File: config.mk
export PLATFORM = sky130hd
export DESIGN_NAME = mpas_top
export DESIGN_NICKNAME = d
export VERILOG_FILES = /design/src/rtl/mpas_pkg.sv /design/src/rtl/mpas_rx_if.sv /design/src/rtl/mpas_rx.sv /design/src/rtl/mpas_top.sv
export SDC_FILE = /design/constraint.sdc
export NUM_CORES = 1
export LEC_CHECK = 0
export BUFFER_PORTS_ARGS = -buffer_cell sky130_fd_sc_hd__buf_2
export CORE_MARGIN = 3
export CORE_UTILIZATION = 35
export CTS_CLUSTER_DIAMETER = 40
export DETAILED_ROUTE_END_ITERATION = 12
export PLACE_DENSITY = 0.55
export SYNTH_ARGS = -nofsm -noshare
export SYNTH_HDL_FRONTEND = slang
export SYNTH_SLANG_ARGS = --single-unit
File: constraint.sdc
create_clock -name clk -period 4.9 [get_ports clk]
set_input_delay 0.49 -clock clk [delete_from_list [all_inputs] [get_ports clk]]
set_output_delay 0.49 -clock clk [all_outputs]
set_load 0.02 [all_outputs]
File: src/rtl/mpas_pkg.sv
// Constants, register map and state types of the multiprocessor serial unit.
package mpas_pkg;
	// Register byte offsets.
	localparam logic [7:0] ADDR_MODE = 8'h00;
	localparam logic [7:0] ADDR_RATE = 8'h04;
	localparam logic [7:0] ADDR_CTRL = 8'h08;
	localparam logic [7:0] ADDR_TXHOLD = 8'h0c;
	localparam logic [7:0] ADDR_STATUS = 8'h10;
	localparam logic [7:0] ADDR_RXHOLD = 8'h14;
	// Mode register fields; the parity fields are stored but have no effect.
	localparam int MODE_SEVEN = 0;
	localparam int MODE_TWOSTOP = 1;
	localparam int MODE_PAR_EN = 2;
	localparam int MODE_PAR_ODD = 3;
	// Control register fields.
	localparam int CTRL_TXEN = 0;
	localparam int CTRL_RXEN = 1;
	localparam int CTRL_TXIE = 2;
	localparam int CTRL_TCIE = 3;
	localparam int CTRL_RXIE = 4;
	localparam int CTRL_MPWAIT = 5;
	// Status register fields.
	localparam int ST_TX_BUFFER_EMPTY_FLAG = 0;
	localparam int ST_RX_FULL_FLAG = 1;
	localparam int ST_OVERRUN_FLAG = 2;
	localparam int ST_FER = 3;
	localparam int ST_TX_COMPLETE_FLAG = 4;
	localparam int ST_MPB = 5;
	localparam int ST_MPB_TRANSMIT_VALUE = 6;
	localparam int ST_RXPIN = 7;
	// Reset values.
	localparam logic [7:0] RATE_RESET = 8'h03;
	localparam logic [3:0] MODE_RESET = 4'h0;
	localparam logic [5:0] CTRL_RESET = 6'h00;
	// Sixteen rate ticks make one bit time.
	localparam logic [3:0] TICK_MID = 4'h7;
	localparam logic [3:0] TICK_LAST = 4'hf;
	localparam logic [2:0] LAST_BIT8 = 3'h7;
	localparam logic [2:0] LAST_BIT7 = 3'h6;

	typedef enum logic [2:0] {
		TX_IDLE = 3'b000,
		TX_START = 3'b001,
		TX_DATA = 3'b010,
		TX_MPB = 3'b011,
		TX_STOP = 3'b100
	} mpas_tx_state_e;

	typedef enum logic [2:0] {
		RX_IDLE = 3'b000,
		RX_START = 3'b001,
		RX_DATA = 3'b010,
		RX_MPB = 3'b011,
		RX_STOP = 3'b100
	} mpas_rx_state_e;
endpackage : mpas_pkg

File: src/rtl/mpas_rx_if.sv
// Signals between the unit's control logic and its receiver.
interface mpas_rx_if;
	logic tick;
	logic rxd;
	logic enable;
	logic sevenBit;
	logic halted;
	logic done;
	logic stopOk;
	logic mpb;
	logic [7:0] data;
	modport ctrl (output tick, rxd, enable, sevenBit, halted, input done, stopOk, mpb, data);
	modport rcv (input tick, rxd, enable, sevenBit, halted, output done, stopOk, mpb, data);
endinterface : mpas_rx_if

File: src/rtl/mpas_rx.sv
// Receiver: start detection, bit-centre sampling and frame delivery.
module mpas_rx
	import mpas_pkg::*;
(
	// Clock and reset.
	input wire logic clk,
	input wire logic arst_n,
	// Link to the control logic.
	mpas_rx_if.rcv link
);
	mpas_rx_state_e state_reg;
	logic [3:0] tickCnt_reg;
	logic [2:0] bitIdx_reg;
	logic [7:0] shift_reg;
	logic prevRxd_reg;
	logic mpb_reg;
	logic stopOk_reg;
	logic done_reg;

	// Named decodes of the sampling points.
	wire startEdge = prevRxd_reg & ~link.rxd;
	wire atMid = link.tick & (tickCnt_reg == TICK_MID);
	wire atLast = link.tick & (tickCnt_reg == TICK_LAST);
	wire [2:0] lastBit = link.sevenBit ? LAST_BIT7 : LAST_BIT8;

	assign link.data = shift_reg;
	assign link.mpb = mpb_reg;
	assign link.stopOk = stopOk_reg;
	assign link.done = done_reg;

	// Edge history; the line idles high so reset assumes mark.
	always_ff @(posedge clk or negedge arst_n)
		if (!arst_n)
			prevRxd_reg <= 1'b1;
		else
			prevRxd_reg <= link.rxd;

	// Frame sequencer. A half-bit wait after the edge puts every later sample at a bit centre.
	always_ff @(posedge clk or negedge arst_n)
	begin
		if (!arst_n)
		begin
			state_reg <= RX_IDLE;
			tickCnt_reg <= 4'h0;
			bitIdx_reg <= 3'h0;
			shift_reg <= 8'h00;
			mpb_reg <= 1'b0;
			stopOk_reg <= 1'b1;
			done_reg <= 1'b0;
		end
		else
		begin
			done_reg <= 1'b0;
			if (link.tick)
				tickCnt_reg <= tickCnt_reg + 4'h1;
			unique case (state_reg)
				RX_IDLE:
					if (link.enable && !link.halted && startEdge)
					begin
						state_reg <= RX_START;
						tickCnt_reg <= 4'h0;
						bitIdx_reg <= 3'h0;
						shift_reg <= 8'h00;
					end
				RX_START:
					if (atMid)
					begin
						state_reg <= link.rxd ? RX_IDLE : RX_DATA; // Glitches shorter than half a bit are dropped.
						tickCnt_reg <= 4'h0;
					end
				RX_DATA:
					if (atLast)
					begin
						shift_reg[bitIdx_reg] <= link.rxd;
						bitIdx_reg <= bitIdx_reg + 3'h1;
						if (bitIdx_reg == lastBit)
							state_reg <= RX_MPB;
					end
				RX_MPB:
					if (atLast)
					begin
						mpb_reg <= link.rxd;
						state_reg <= RX_STOP;
					end
				RX_STOP:
					if (atLast)
					begin
						stopOk_reg <= link.rxd;
						done_reg <= 1'b1;
						state_reg <= RX_IDLE;
					end
				default:
					state_reg <= RX_IDLE;
			endcase
		end
	end

	// A halted receiver never leaves idle.
	halt_holds_idle_a: assert property (@(posedge clk) disable iff (!arst_n)
		(state_reg == RX_IDLE) && link.halted |=> state_reg == RX_IDLE)
		else $error("Receiver started while halted by an error.");

	// Frame delivery is a single-cycle pulse.
	done_is_pulse_a: assert property (@(posedge clk) disable iff (!arst_n)
		done_reg |=> !done_reg)
		else $error("Frame delivery pulse longer than one cycle.");
endmodule : mpas_rx

File: src/rtl/mpas_top.sv
// Multiprocessor asynchronous serial unit: APB registers, transmitter and receive control.
// What this block does
// - Every sent frame opens with one low start bit.
// - Seven or eight data bits follow, least significant first.
// - One multiprocessor bit follows, equal to the value latched at load.
// - One or two high stop bits end the frame.
// - The line stays high between frames.
// - Clearing the empty flag makes the unit copy holding into shift register.
// - After the copy the empty flag sets and shifting starts.
// - The empty request rises with the empty flag when enabled.
// - At the stop bit a pending character is loaded and sent without gap.
// - With nothing pending, the complete flag sets and its request rises if enabled.
// - Parity settings are ignored; no parity bit is sent.
// - A waiting receiver drops frames until one carries multiprocessor bit one.
// - Matched stations keep accepting; others drop frames until the next identifier.
// - A DMA write to the holding register clears the empty flag itself.
// - Reception halts until both overrun and framing flags are cleared.
// - The input pin level stays readable for break detection.
// - A low first stop bit is a framing error unless the frame overruns; the second is unchecked.
// - A frame ending while full sets overrun and leaves the holding register.
// - Full and error requests follow their flags when the receive interrupt enable is set.
//
// The APB interface to the registers and the address map were decided locally.
module mpas_top
	import mpas_pkg::*;
(
	// Clock and reset.
	input wire logic clk,
	input wire logic arst_n,
	// APB slave.
	input wire logic psel,
	input wire logic penable,
	input wire logic pwrite,
	input wire logic [7:0] paddr,
	input wire logic [31:0] pwdata,
	output logic [31:0] prdata,
	output logic pready,
	output logic pslverr,
	// DMA unit writes to the holding register.
	input wire logic dmaTxWrite,
	input wire logic [7:0] dmaTxData,
	// Serial pins and the general-port takeover of the output pin.
	input wire logic rxdIn,
	output logic txdOut,
	input wire logic portDataBit,
	input wire logic pinGeneralOut,
	// Service requests, levels.
	output logic txEmptyRequest,
	output logic txCompleteRequest,
	output logic rxFullRequest,
	output logic rxErrorRequest
);
	logic [3:0] mode_reg;
	logic [7:0] rate_reg;
	logic [5:0] ctrl_reg;
	logic [7:0] txHold_reg;
	logic [7:0] rxHold_reg;
	logic tx_buffer_empty_flag_reg, rx_full_flag_reg, overrun_flag_reg, fer_reg, tx_complete_flag_reg, mpbRx_reg, mpb_transmit_value_reg;
	logic [7:0] divCnt_reg;
	logic [1:0] rxdSync_reg;
	mpas_tx_state_e txState_reg;
	logic [3:0] txTick_reg;
	logic [2:0] txBit_reg;
	logic [7:0] txShift_reg;
	logic txMpb_reg, secondStop_reg, chain_reg, txd_reg;
	mpas_rx_if rxLink ();

	// APB decode; the slave never waits, unmapped addresses answer with an error.
	wire apbAccess = psel & penable;
	wire wrEn = apbAccess & pwrite;
	wire hit = (paddr == ADDR_MODE) | (paddr == ADDR_RATE) | (paddr == ADDR_CTRL) | (paddr == ADDR_TXHOLD)
		| (paddr == ADDR_STATUS) | (paddr == ADDR_RXHOLD);
	wire wrMode = wrEn & (paddr == ADDR_MODE);
	wire wrRate = wrEn & (paddr == ADDR_RATE);
	wire wrCtrl = wrEn & (paddr == ADDR_CTRL);
	wire wrTxHold = wrEn & (paddr == ADDR_TXHOLD);
	wire wrStatus = wrEn & (paddr == ADDR_STATUS);
	assign pready = 1'b1;
	assign pslverr = apbAccess & ~hit;

	// Control fields.
	wire txEn = ctrl_reg[CTRL_TXEN];
	wire sevenBit = mode_reg[MODE_SEVEN];
	wire twoStop = mode_reg[MODE_TWOSTOP]; // Parity fields only read back over APB.
	wire [2:0] txLastBit = sevenBit ? LAST_BIT7 : LAST_BIT8;

	// Rate ticks: sixteen per bit, one every rate_reg+1 clocks.
	wire tick = (divCnt_reg == rate_reg);
	wire txBitEnd = tick & (txTick_reg == TICK_LAST);

	// Transmit events. A write of zero clears a status flag, a one leaves it alone.
	wire swClrTdre = wrStatus & ~pwdata[ST_TX_BUFFER_EMPTY_FLAG] & tx_buffer_empty_flag_reg;
	wire dmaClrTdre = dmaTxWrite & tx_buffer_empty_flag_reg;
	wire idleLoad = (txState_reg == TX_IDLE) & txEn & ~tx_buffer_empty_flag_reg;
	// The last stop bit starts at the end of the multiprocessor bit, or after the first of two stops.
	wire lastStopStart = txBitEnd & ((txState_reg == TX_MPB & ~twoStop)
		| (txState_reg == TX_STOP & twoStop & ~secondStop_reg));
	wire chainLoad = lastStopStart & ~tx_buffer_empty_flag_reg;
	wire txLoad = idleLoad | chainLoad;
	wire tendSet = lastStopStart & tx_buffer_empty_flag_reg;

	// Receive events.
	wire errHalt = overrun_flag_reg | fer_reg;
	wire mpWait = ctrl_reg[CTRL_MPWAIT];
	wire rxDiscard = rxLink.done & mpWait & ~rxLink.mpb;
	wire rxTake = rxLink.done & ~rxDiscard;
	wire rxOverrun = rxTake & rx_full_flag_reg;
	wire rxLoad = rxTake & ~rx_full_flag_reg;
	wire rxFrameErr = rxLoad & ~rxLink.stopOk;

	assign rxLink.tick = tick;
	assign rxLink.rxd = rxdSync_reg[1];
	assign rxLink.enable = ctrl_reg[CTRL_RXEN];
	assign rxLink.sevenBit = sevenBit;
	assign rxLink.halted = errHalt;

	mpas_rx u_rx (
		.clk(clk),
		.arst_n(arst_n),
		.link(rxLink)
	);

	// Service requests follow their flags.
	assign txEmptyRequest = tx_buffer_empty_flag_reg & ctrl_reg[CTRL_TXIE];
	assign txCompleteRequest = tx_complete_flag_reg & ctrl_reg[CTRL_TCIE];
	assign rxFullRequest = rx_full_flag_reg & ctrl_reg[CTRL_RXIE];
	assign rxErrorRequest = errHalt & ctrl_reg[CTRL_RXIE];

	// Read selection; captured in the setup phase so the data comes from a flip-flop.
	wire [7:0] statusView = {rxdSync_reg[1], mpb_transmit_value_reg, mpbRx_reg, tx_complete_flag_reg, fer_reg, overrun_flag_reg, rx_full_flag_reg, tx_buffer_empty_flag_reg};
	wire [7:0] readMux = (paddr == ADDR_MODE) ? {4'h0, mode_reg} :
		(paddr == ADDR_RATE) ? rate_reg :
		(paddr == ADDR_CTRL) ? {2'h0, ctrl_reg} :
		(paddr == ADDR_TXHOLD) ? txHold_reg :
		(paddr == ADDR_STATUS) ? statusView :
		(paddr == ADDR_RXHOLD) ? rxHold_reg : 8'h00;
	always_ff @(posedge clk or negedge arst_n)
		if (!arst_n)
			prdata <= 32'h0000_0000;
		else if (psel && !penable)
			prdata <= {24'h00_0000, readMux};

	// Input pin synchroniser and rate divider.
	always_ff @(posedge clk or negedge arst_n)
	begin
		if (!arst_n)
		begin
			rxdSync_reg <= 2'b11;
			divCnt_reg <= 8'h00;
		end
		else
		begin
			rxdSync_reg <= {rxdSync_reg[0], rxdIn};
			divCnt_reg <= tick ? 8'h00 : divCnt_reg + 8'h01;
		end
	end

	// Software-written configuration. The wait bit is also cleared by an identifier frame.
	always_ff @(posedge clk or negedge arst_n)
	begin
		if (!arst_n)
		begin
			mode_reg <= MODE_RESET;
			rate_reg <= RATE_RESET;
			ctrl_reg <= CTRL_RESET;
			txHold_reg <= 8'h00;
			mpb_transmit_value_reg <= 1'b0;
		end
		else
		begin
			if (wrMode)
				mode_reg <= pwdata[3:0];
			if (wrRate)
				rate_reg <= pwdata[7:0];
			if (wrCtrl)
				ctrl_reg <= pwdata[5:0];
			else if (rxLink.done && mpWait && rxLink.mpb)
				ctrl_reg[CTRL_MPWAIT] <= 1'b0;
			if (wrTxHold)
				txHold_reg <= pwdata[7:0];
			else if (dmaClrTdre)
				txHold_reg <= dmaTxData;
			if (wrStatus)
				mpb_transmit_value_reg <= pwdata[ST_MPB_TRANSMIT_VALUE];
		end
	end

	// Status flags; a hardware set always wins over a clear in the same cycle.
	always_ff @(posedge clk or negedge arst_n)
	begin
		if (!arst_n)
		begin
			tx_buffer_empty_flag_reg <= 1'b1;
			tx_complete_flag_reg <= 1'b1;
			rx_full_flag_reg <= 1'b0;
			overrun_flag_reg <= 1'b0;
			fer_reg <= 1'b0;
			mpbRx_reg <= 1'b0;
			rxHold_reg <= 8'h00;
		end
		else
		begin
			if (!txEn || txLoad)
				tx_buffer_empty_flag_reg <= 1'b1;
			else if (swClrTdre || dmaClrTdre)
				tx_buffer_empty_flag_reg <= 1'b0;
			if (!txEn || tendSet)
				tx_complete_flag_reg <= 1'b1;
			else if (swClrTdre || dmaClrTdre)
				tx_complete_flag_reg <= 1'b0;
			if (rxLoad)
				rx_full_flag_reg <= 1'b1;
			else if (wrStatus && !pwdata[ST_RX_FULL_FLAG])
				rx_full_flag_reg <= 1'b0;
			if (rxOverrun)
				overrun_flag_reg <= 1'b1;
			else if (wrStatus && !pwdata[ST_OVERRUN_FLAG])
				overrun_flag_reg <= 1'b0;
			if (rxFrameErr)
				fer_reg <= 1'b1;
			else if (wrStatus && !pwdata[ST_FER])
				fer_reg <= 1'b0;
			if (rxLoad)
			begin
				rxHold_reg <= rxLink.data;
				mpbRx_reg <= rxLink.mpb;
			end
		end
	end

	// Transmit sequencer; clearing the enable drops the frame and returns to mark.
	always_ff @(posedge clk or negedge arst_n)
	begin
		if (!arst_n)
		begin
			txState_reg <= TX_IDLE;
			txTick_reg <= 4'h0;
			txBit_reg <= 3'h0;
			txShift_reg <= 8'h00;
			txMpb_reg <= 1'b0;
			secondStop_reg <= 1'b0;
			chain_reg <= 1'b0;
		end
		else if (!txEn)
			txState_reg <= TX_IDLE;
		else
		begin
			if (tick)
				txTick_reg <= txTick_reg + 4'h1;
			if (txLoad)
			begin
				txShift_reg <= txHold_reg;
				txMpb_reg <= mpb_transmit_value_reg;
			end
			chain_reg <= chainLoad ? 1'b1 : (tendSet ? 1'b0 : chain_reg);
			unique case (txState_reg)
				TX_IDLE:
					if (idleLoad)
					begin
						txState_reg <= TX_START;
						txTick_reg <= 4'h0;
					end
				TX_START:
					if (txBitEnd)
					begin
						txState_reg <= TX_DATA;
						txBit_reg <= 3'h0;
					end
				TX_DATA:
					if (txBitEnd)
					begin
						txBit_reg <= txBit_reg + 3'h1;
						if (txBit_reg == txLastBit)
							txState_reg <= TX_MPB;
					end
				TX_MPB:
					if (txBitEnd)
					begin
						txState_reg <= TX_STOP;
						secondStop_reg <= 1'b0;
					end
				TX_STOP:
					if (txBitEnd)
						if (twoStop && !secondStop_reg)
							secondStop_reg <= 1'b1;
						else
							txState_reg <= chain_reg ? TX_START : TX_IDLE;
				default:
					txState_reg <= TX_IDLE;
			endcase
		end
	end

	// Line level; the general port takes the pin over for a break.
	wire serialBit = (txState_reg == TX_START) ? 1'b0 :
		(txState_reg == TX_DATA) ? txShift_reg[txBit_reg] :
		(txState_reg == TX_MPB) ? txMpb_reg : 1'b1;
	always_ff @(posedge clk or negedge arst_n)
		if (!arst_n)
			txd_reg <= 1'b1;
		else
			txd_reg <= pinGeneralOut ? portDataBit : serialBit;
	assign txdOut = txd_reg;

	start_bit_low_a: assert property (@(posedge clk) disable iff (!arst_n)
		txState_reg == TX_START && !pinGeneralOut |=> !txdOut)
		else $error("Start bit not low.");
	mark_between_a: assert property (@(posedge clk) disable iff (!arst_n)
		txState_reg == TX_IDLE && !pinGeneralOut |=> txdOut)
		else $error("Line not at mark between frames.");
	mpb_level_a: assert property (@(posedge clk) disable iff (!arst_n)
		txState_reg == TX_MPB && !pinGeneralOut |=> txdOut == $past(txMpb_reg))
		else $error("Multiprocessor bit level wrong.");
	load_sets_empty_a: assert property (@(posedge clk) disable iff (!arst_n)
		txLoad |=> tx_buffer_empty_flag_reg && txShift_reg == $past(txHold_reg) && txState_reg != TX_IDLE)
		else $error("Load did not set the empty flag.");
	empty_request_a: assert property (@(posedge clk) disable iff (!arst_n)
		txLoad && ctrl_reg[CTRL_TXIE] && !wrCtrl |=> txEmptyRequest)
		else $error("Empty request missing after load.");
	complete_set_a: assert property (@(posedge clk) disable iff (!arst_n)
		tendSet && txEn |=> tx_complete_flag_reg && txState_reg == TX_STOP && !chain_reg)
		else $error("Complete flag not set or stop bit cut short.");
	dma_clears_a: assert property (@(posedge clk) disable iff (!arst_n)
		dmaTxWrite && tx_buffer_empty_flag_reg && !wrTxHold && txEn |=> !tx_buffer_empty_flag_reg && txHold_reg == $past(dmaTxData))
		else $error("DMA write did not clear the empty flag.");
	overrun_keeps_a: assert property (@(posedge clk) disable iff (!arst_n)
		rxOverrun |=> overrun_flag_reg && $stable(rxHold_reg))
		else $error("Overrun not flagged or holding register changed.");
	wait_discard_a: assert property (@(posedge clk) disable iff (!arst_n)
		rxDiscard && !rx_full_flag_reg && !wrStatus |=> !rx_full_flag_reg && !$rose(overrun_flag_reg) && !$rose(fer_reg))
		else $error("Discarded frame raised a flag.");
	error_request_a: assert property (@(posedge clk) disable iff (!arst_n)
		(overrun_flag_reg || fer_reg) && ctrl_reg[CTRL_RXIE] |-> rxErrorRequest)
		else $error("Error request missing.");

	frame_sent_c: cover property (@(posedge clk) disable iff (!arst_n) tendSet);
	back_to_back_c: cover property (@(posedge clk) disable iff (!arst_n) chainLoad);
	id_accepted_c: cover property (@(posedge clk) disable iff (!arst_n) rxLoad && mpWait);
	overrun_seen_c: cover property (@(posedge clk) disable iff (!arst_n) rxOverrun);
endmodule : mpas_top

==> impl_metrics.yaml, run 1 <==
timing:
  tns_ns: 0
  maxSlewHeadroom: 0.465
  skew_ns: 0.00693
  hold_violations: 0
  slew_viol_final: 0
  worst_pin_slew_ns: 0.803
  period_needed_ns: 2.43
  setup_viol: 0
  rsz0062_at_grt: "no"
  timing.hold.ws_ns: 0.226
  min_period_over_period: 0.495
  max_freq_mhz: 412
critical_path:
  cp.arrival_ns: 2.66
  path_buf_inv: 1
  r2r_slack_ns: 2.47
  rr_worst_depth: 6
  worstSetupPathType: "reg -> reg"
  crit_path_end: "txShift_reg[0]$_DFFE_PN0P_"
  crit_path_top_delay_cell: "dfrtp_1"
  r2r-start: "rate_reg[7]$_DFFE_PN0P_"
  crit_path_start: "rate_reg[7]$_DFFE_PN0P_"
  crit_family: "simple AND/OR/NAND/NOR gates"
  cp-end-kind: "flip-flop"
  crit_path_start_kind: "flip-flop"
  cp_max_fo: 14
  r2r-end: "txShift_reg[0]$_DFFE_PN0P_"
  cp.required_ns: 5.14
  cp_num_cells: 6
  crit_chain: "xor2_1 > nor4_2 > buf_4 > and4_1 > a41oi_2 > mux2_2"
  critPathMaxStageDelay_ns: 0.42
final_layout:
  final_nets: 619
  layout_commonest_cell: "dfrtp_1"
  drive_above_1_share: 0.235
  fin_area_sq_um: 6030
  syn2layout_area_growth_pct: 11.3
  fillCellCount: 1448
  mostFrequentLayoutCells: "dfrtp_1 (94), buf_2 (45), nor2_1 (44), mux2_2 (41), nand2_1 (40)"
  diodes: 0
  regArea_sq_um: 2590
  multi_input_area_sq_um: 2610
cts:
  cts_resized: 0
  cts_tree: "done"
  clkLatencyLatePin_ns: 0.35
  cts.reportedPaths.clkPinSlew_ns: 0.07
  post-cts-setup-buffers: 0
  cts_hold_buf: 0
  numCtsBuffers: 9
  cts.sinks: 103
  cts_root_buf: "clkbuf_16"
  cts_buffer_depth: 2
  htreeDepth: 3
drt:
  drt-total-wl_mm: 12.8
  drtIter0Drc: 284
  drtPass1Iterations: 4
  avgRoutedWirePerCell_um: 17.2
  vias: 3980
  viasPerCell: 5.34
  postRouteAntennaNets: 0
  post-route-drc-count: 0
  highest_layer: "met4"
  wl_met3_um: 591
  drt-met1-wl_mm: 6.11
  dr_wl_met2_mm: 6.00
global_route:
  overflow: 0
  grt.total_usage: 0.157
  grt_pass1_wl_mm: 20.7
  grt_max_degree: 62
  antenna_found_initial: 0
  first_global_vias: 3862
synthesis:
  synth_flop_cell: "dfrtp_1"
  ys_ff_latch: 103
  netlist.area_leader.share: 0.434
  synth-edff-count: 0
  synthCells: 517
  ys_warn_count: 0
  async_reset_ff_frac: 1.00
  yosysSeqAreaShare: 0.477
  yosys-top-cells-area: "dfrtp_1 (43%), mux2_2 (8.5%), dfstp_2 (4.4%)"
  yosysUniqueCellTypes: 60
  synth_area_sq_um: 5420
  synth_top_area_cell: "dfrtp_1"
  avgSynthCellArea_sq_um: 10.5
die:
  dieArea_sq_um: 17000
  start_util: 0.365
  pin_count: 96
  core_area_sq_um: 14900
  die_height_um: 130
  std_cell_rows: 44
  die_w_um: 130
power_and_ir_drop:
  p_leak_nw: 2.88
  total_power_mw: 2.00
  power_density_nw_per_um2: 332
  peakVddDrop_mv: 0.231
worst_hold_path:
  hold_class: "in -> async"
run_status:
  status: "complete, no violations"
run:
  drv_cap: 0
place:
  io_buffers: 46
  placed_cell_area_sq_um: 5730
  dpl.hpwl_mm: 9.35
  gp_congestion: 0.797
## cell usage after synthesis, types with 9 or more instances
cell type and count:
and3_1 13, nand2_1 40, inv_1 13, nand3_1 26, a21oi_1 19, nor2_1 44
clkbuf_1 13, dfstp_2 9, nor3_1 9, dfrtp_1 94, mux2_2 41, xor2_1 20
o21ai_0 25, buf_4 26, mux2i_1 18
## how the worst min path moves through the flow
| stage | depth (start not counted) | slack, ns | startpoint | end |
|---|---|---|---|---|
| after floorplan | 0 | 0.19 | arst_n | chain_reg$_DFFE_PN0P_ |
| after global placement | 0 | 0.35 | rxdSync_reg[0]$_DFF_PN1_ | rxdSync_reg[1]$_DFF_PN1_ |
| after detailed placement | 0 | 0.35 | rxdSync_reg[0]$_DFF_PN1_ | rxdSync_reg[1]$_DFF_PN1_ |
| after CTS | 1 | 0.23 | rxdIn | rxdSync_reg[0]$_DFF_PN1_ |
| final | 1 | 0.23 | arst_n | txBit_reg[2]$_DFFE_PN0P_ |
| after global routing | 1 | 0.23 | rxdIn | rxdSync_reg[0]$_DFF_PN1_ |
## area by class of cell
| type | count | share of cell area |
|---|---|---|
| inverters | 13 | 0.00809 |
| clock buffers | 13 | 0.0431 |
| repair buffers | 49 | 0.0423 |
| multi-input cells | 381 | 0.432 |
| clock inverters | 3 | 0.00705 |
| well taps | 184 | 0.0382 |
| flip-flops and latches | 103 | 0.429 |
## power by group
part	internal [mW]	total [mW]	switching [mW]
clock network	0.424	0.732	0.308
registers	0.900	0.959	0.0592
logic	0.109	0.311	0.203
total	1.43	2.00	0.570
## layer usage
layer / GRT usage / vias up
met3: 0.0366 / 11
li1: - / 1888
met5: 0 / -
met2: 0.248 / 100
met4: 0.0405 / 0
met1: 0.220 / 1981
## through the flow
step / setup WS (ns) / instances / util
3_3_place_gp: 2.32 / 730 / 0.386
4_1_cts: 2.42 / 746 / 0.406
3_5_place_dp: 2.24 / 730 / 0.386
6_report: 2.47 / 746 / 0.406
5_1_grt: 2.19 / 746 / 0.406
2_1_floorplan: 2.60 / 540 / -
## logic make-up (layout without fill, tap and decap cells)
group | after synthesis | count (layout) | synth area share
xor gates and xnor gates | 23 | 23 | 0.0372
adders and majority gates | 5 | 5 | 0.0115
AOI/OAI and AO/OA | 80 | 80 | 0.0949
muxes | 67 | 67 | 0.146
and+or+nand+nor | 181 | 181 | 0.174
DFF | 103 | 103 | 0.477
other | 2 | 25 | 0.00139
buffers and inverters | 56 | 78 | 0.0575
(Power assumes the default switching activity.)
==> inputs of run 2 (changes only) <==
--- a/config.mk
+++ b/config.mk
@@ -10,7 +10,7 @@
 export CORE_UTILIZATION = 35
 export CTS_CLUSTER_DIAMETER = 40
 export DETAILED_ROUTE_END_ITERATION = 12
-export PLACE_DENSITY = 0.55
+export PLACE_DENSITY = 0.57
 export SYNTH_ARGS = -nofsm -noshare
 export SYNTH_HDL_FRONTEND = slang
 export SYNTH_SLANG_ARGS = --single-unit
==> constraint.sdc (replaced) <==
create_clock -name clk -period 2.05 [get_ports clk]
set_input_delay 0.205 -clock clk [delete_from_list [all_inputs] [get_ports clk]]
set_output_delay 0.205 -clock clk [all_outputs]
set_load 0.02 [all_outputs]
==> run 2 against run 1 <==
Against the previous run: the run now ends with negative setup slack left; core utilization rose by 3.7 points; combinational power rose to 3.6 times the previous value; total power rose to 2.6 times the previous value; final cell count rose by 5.9%; setup slack got worse by 2.5 ns; sequential cell count did not move; wire length rose by 3.5%; global-route usage rose by 0.26 points; final area rose by 9.1%; clock skew rose by 0.0064 ns; largest power group unchanged.
==> impl_metrics.yaml, run 2 (same netlist as run 1, synthesis figures left out) <==
run_status:
  status: "complete, but fails checks"
  failed_checks: "negative setup slack"
global_route:
  grt_pass1_wl_mm: 21.1
  grt.total_usage: 0.160
  grt_max_degree: 42
  overflow: 0
  first_global_vias: 4067
  antenna_found_initial: 0
timing:
  max_freq_mhz: 483
  slew_viol_final: 0
  worst_pin_slew_ns: 0.692
  timing.hold.ws_ns: 0.113
  setup_viol: 2
  min_period_over_period: 1.01
  skew_ns: 0.0133
  rsz0062_at_grt: "yes"
  period_needed_ns: 2.07
  hold_violations: 0
  tns_ns: -0.0430
  fin_ws_ns: -0.0217
  maxSlewHeadroom: 0.537
drt:
  drtIter0Drc: 202
  drt-total-wl_mm: 13.3
  drtPass1Iterations: 4
  post-route-drc-count: 0
  avgRoutedWirePerCell_um: 16.8
  viasPerCell: 5.25
  postRouteAntennaNets: 0
  vias: 4144
run:
  drv_cap: 0
cts:
  cts.reportedPaths.clkPinSlew_ns: 0.07
  htreeDepth: 3
  cts_buffer_depth: 2
  cts_tree: "done"
  numCtsBuffers: 9
  cts_root_buf: "clkbuf_16"
  cts.sinks: 103
  clkLatencyLatePin_ns: 0.36
final_layout:
  final_util: 0.443
  fin_area_sq_um: 6580
  diodes: 0
  mostFrequentLayoutCells: "dfrtp_1 (93), buf_2 (45), nor2_1 (43), nand2_1 (40), mux2_2 (40)"
  syn2layout_area_growth_pct: 21.4
  final_nets: 664
  drive_above_1_share: 0.318
  fillCellCount: 1412
  layout_commonest_cell: "dfrtp_1"
critical_path:
  crit_path_top_delay_cell: "dfstp_2"
  cp.arrival_ns: 2.34
  crit_top_cell: "buf_4"
  cp-end-kind: "flip-flop"
  critPathMaxStageDelay_ns: 0.57
  crit_path_start_kind: "flip-flop"
  crit_chain: "xor2_2 > nor4_2 > buf_4 > buf_4 > and3_4 > nand4_1 > o22ai_1"
  cp.required_ns: 2.31
  cp_max_fo: 7
  worstSetupPathType: "reg -> reg"
power_and_ir_drop:
  peakVddDrop_mv: 0.483
  total_power_mw: 5.23
  power_density_nw_per_um2: 794
  p_leak_nw: 3.14
die:
  die_w_um: 130
  die_height_um: 130
  std_cell_rows: 44
  dieArea_sq_um: 17000
  pin_count: 96
  start_util: 0.365
  core_area_sq_um: 14900
place:
  dpl.hpwl_mm: 9.82
  io_buffers: 46
  placed_cell_area_sq_um: 6040
  gp_congestion: 0.859
worst_hold_path:
  hold_class: "in -> reg"
==> run 2: cell types whose count changed in the layout (fill, tap and decap cells not counted), moves of 3 or more <==
cell	delta
o21ai_0	-3
nor4_1	-6
buf_6	+5
nor4_2	+6
o21ai_1	+3
buf_4	+34
buf_12	+4
nand3_1	-3
==> run 2: per-stage QoR <==
stage,cells,worst slack (ns)
2_1_floorplan,540,0.0368
3_3_place_gp,765,-0.0787
3_5_place_dp,765,-0.0887
4_1_cts,785,-0.0202
5_1_grt,790,-0.0799
6_report,790,-0.0217
==> run 2: final cells by class <==
| class | instances | area [sq um] | share of cell area |
|---|---|---|---|
| Clock buffer | 10 | 229 | 0.0348 |
| Clock inverter | 5 | 83.8 | 0.0127 |
| Inverter | 13 | 48.8 | 0.00741 |
| Multi-Input combinational cell | 381 | 2730 | 0.415 |
| Sequential cell | 103 | 2590 | 0.394 |
| Tap cell | 184 | 230 | 0.0350 |
| Timing Repair Buffer | 94 | 667 | 0.101 |
==> run 2: final timing paths <==
| path | startpoint | end | slack [ns] | cells past startpoint |
|---|---|---|---|---|
| hold reg to reg | rxdSync_reg[0]$_DFF_PN1_ | rxdSync_reg[1]$_DFF_PN1_ | 0.36 | 0 |
| max in group asynchronous | arst_n | rate_reg[1]$_DFFE_PN1P_ | 1.07 | 3 |
| setup reg to reg | rate_reg[1]$_DFFE_PN1P_ | u_rx.link.data[6]$_DFFE_PN0P_ | -0.02 | 7 |
| setup / recovery | rate_reg[1]$_DFFE_PN1P_ | u_rx.link.data[6]$_DFFE_PN0P_ | -0.02 | 7 |
| min in group asynchronous | arst_n | divCnt_reg[6]$_DFF_PN0_ | 0.35 | 2 |
| hold / removal | portDataBit | txdOut$_DFF_PN1_ | 0.11 | 3 |
==> run 2: power breakdown <==
group	total, mW	internal, mW	leakage, nW	switching, mW
registers	2.28	2.15	1.35	0.127
logic	1.11	0.509	1.65	0.604
clock network	1.83	1.07	0.145	0.767
total	5.23	3.73	3.14	1.50
==> run 2: metal layers <==
metal	vias to the layer above	track usage	wire length, um
met4	0	0.0381	109
met5	-	0	0
met1	2075	0.213	6150
met3	9	0.0423	604
li1	1975	-	-
met2	85	0.262	6420
==> run 2: repair_timing <==
item | 4_1_cts | 5_1_grt
pin swaps | 3 | 13
hold buffers | 2 | 0
endpoints found under the hold margin | 25 | 0
gates resized for setup | 8 | 25
buffers inserted | 3 | 5
gates cloned | 0 | 1
endpoints found under the setup margin | 29 | 42
==> run 2: worst max-delay path: cells and delay by family (launching register included) <==
| kind | cells | cell delay [ns] |
|---|---|---|
| AO/OA/AOI/OAI | 1 | 0.24 |
| AND/OR/NAND/NOR | 3 | 0.69 |
| flip-flops | 1 | 0.57 |
| XOR/XNOR | 1 | 0.09 |
| buffers and inverters | 2 | 0.39 |
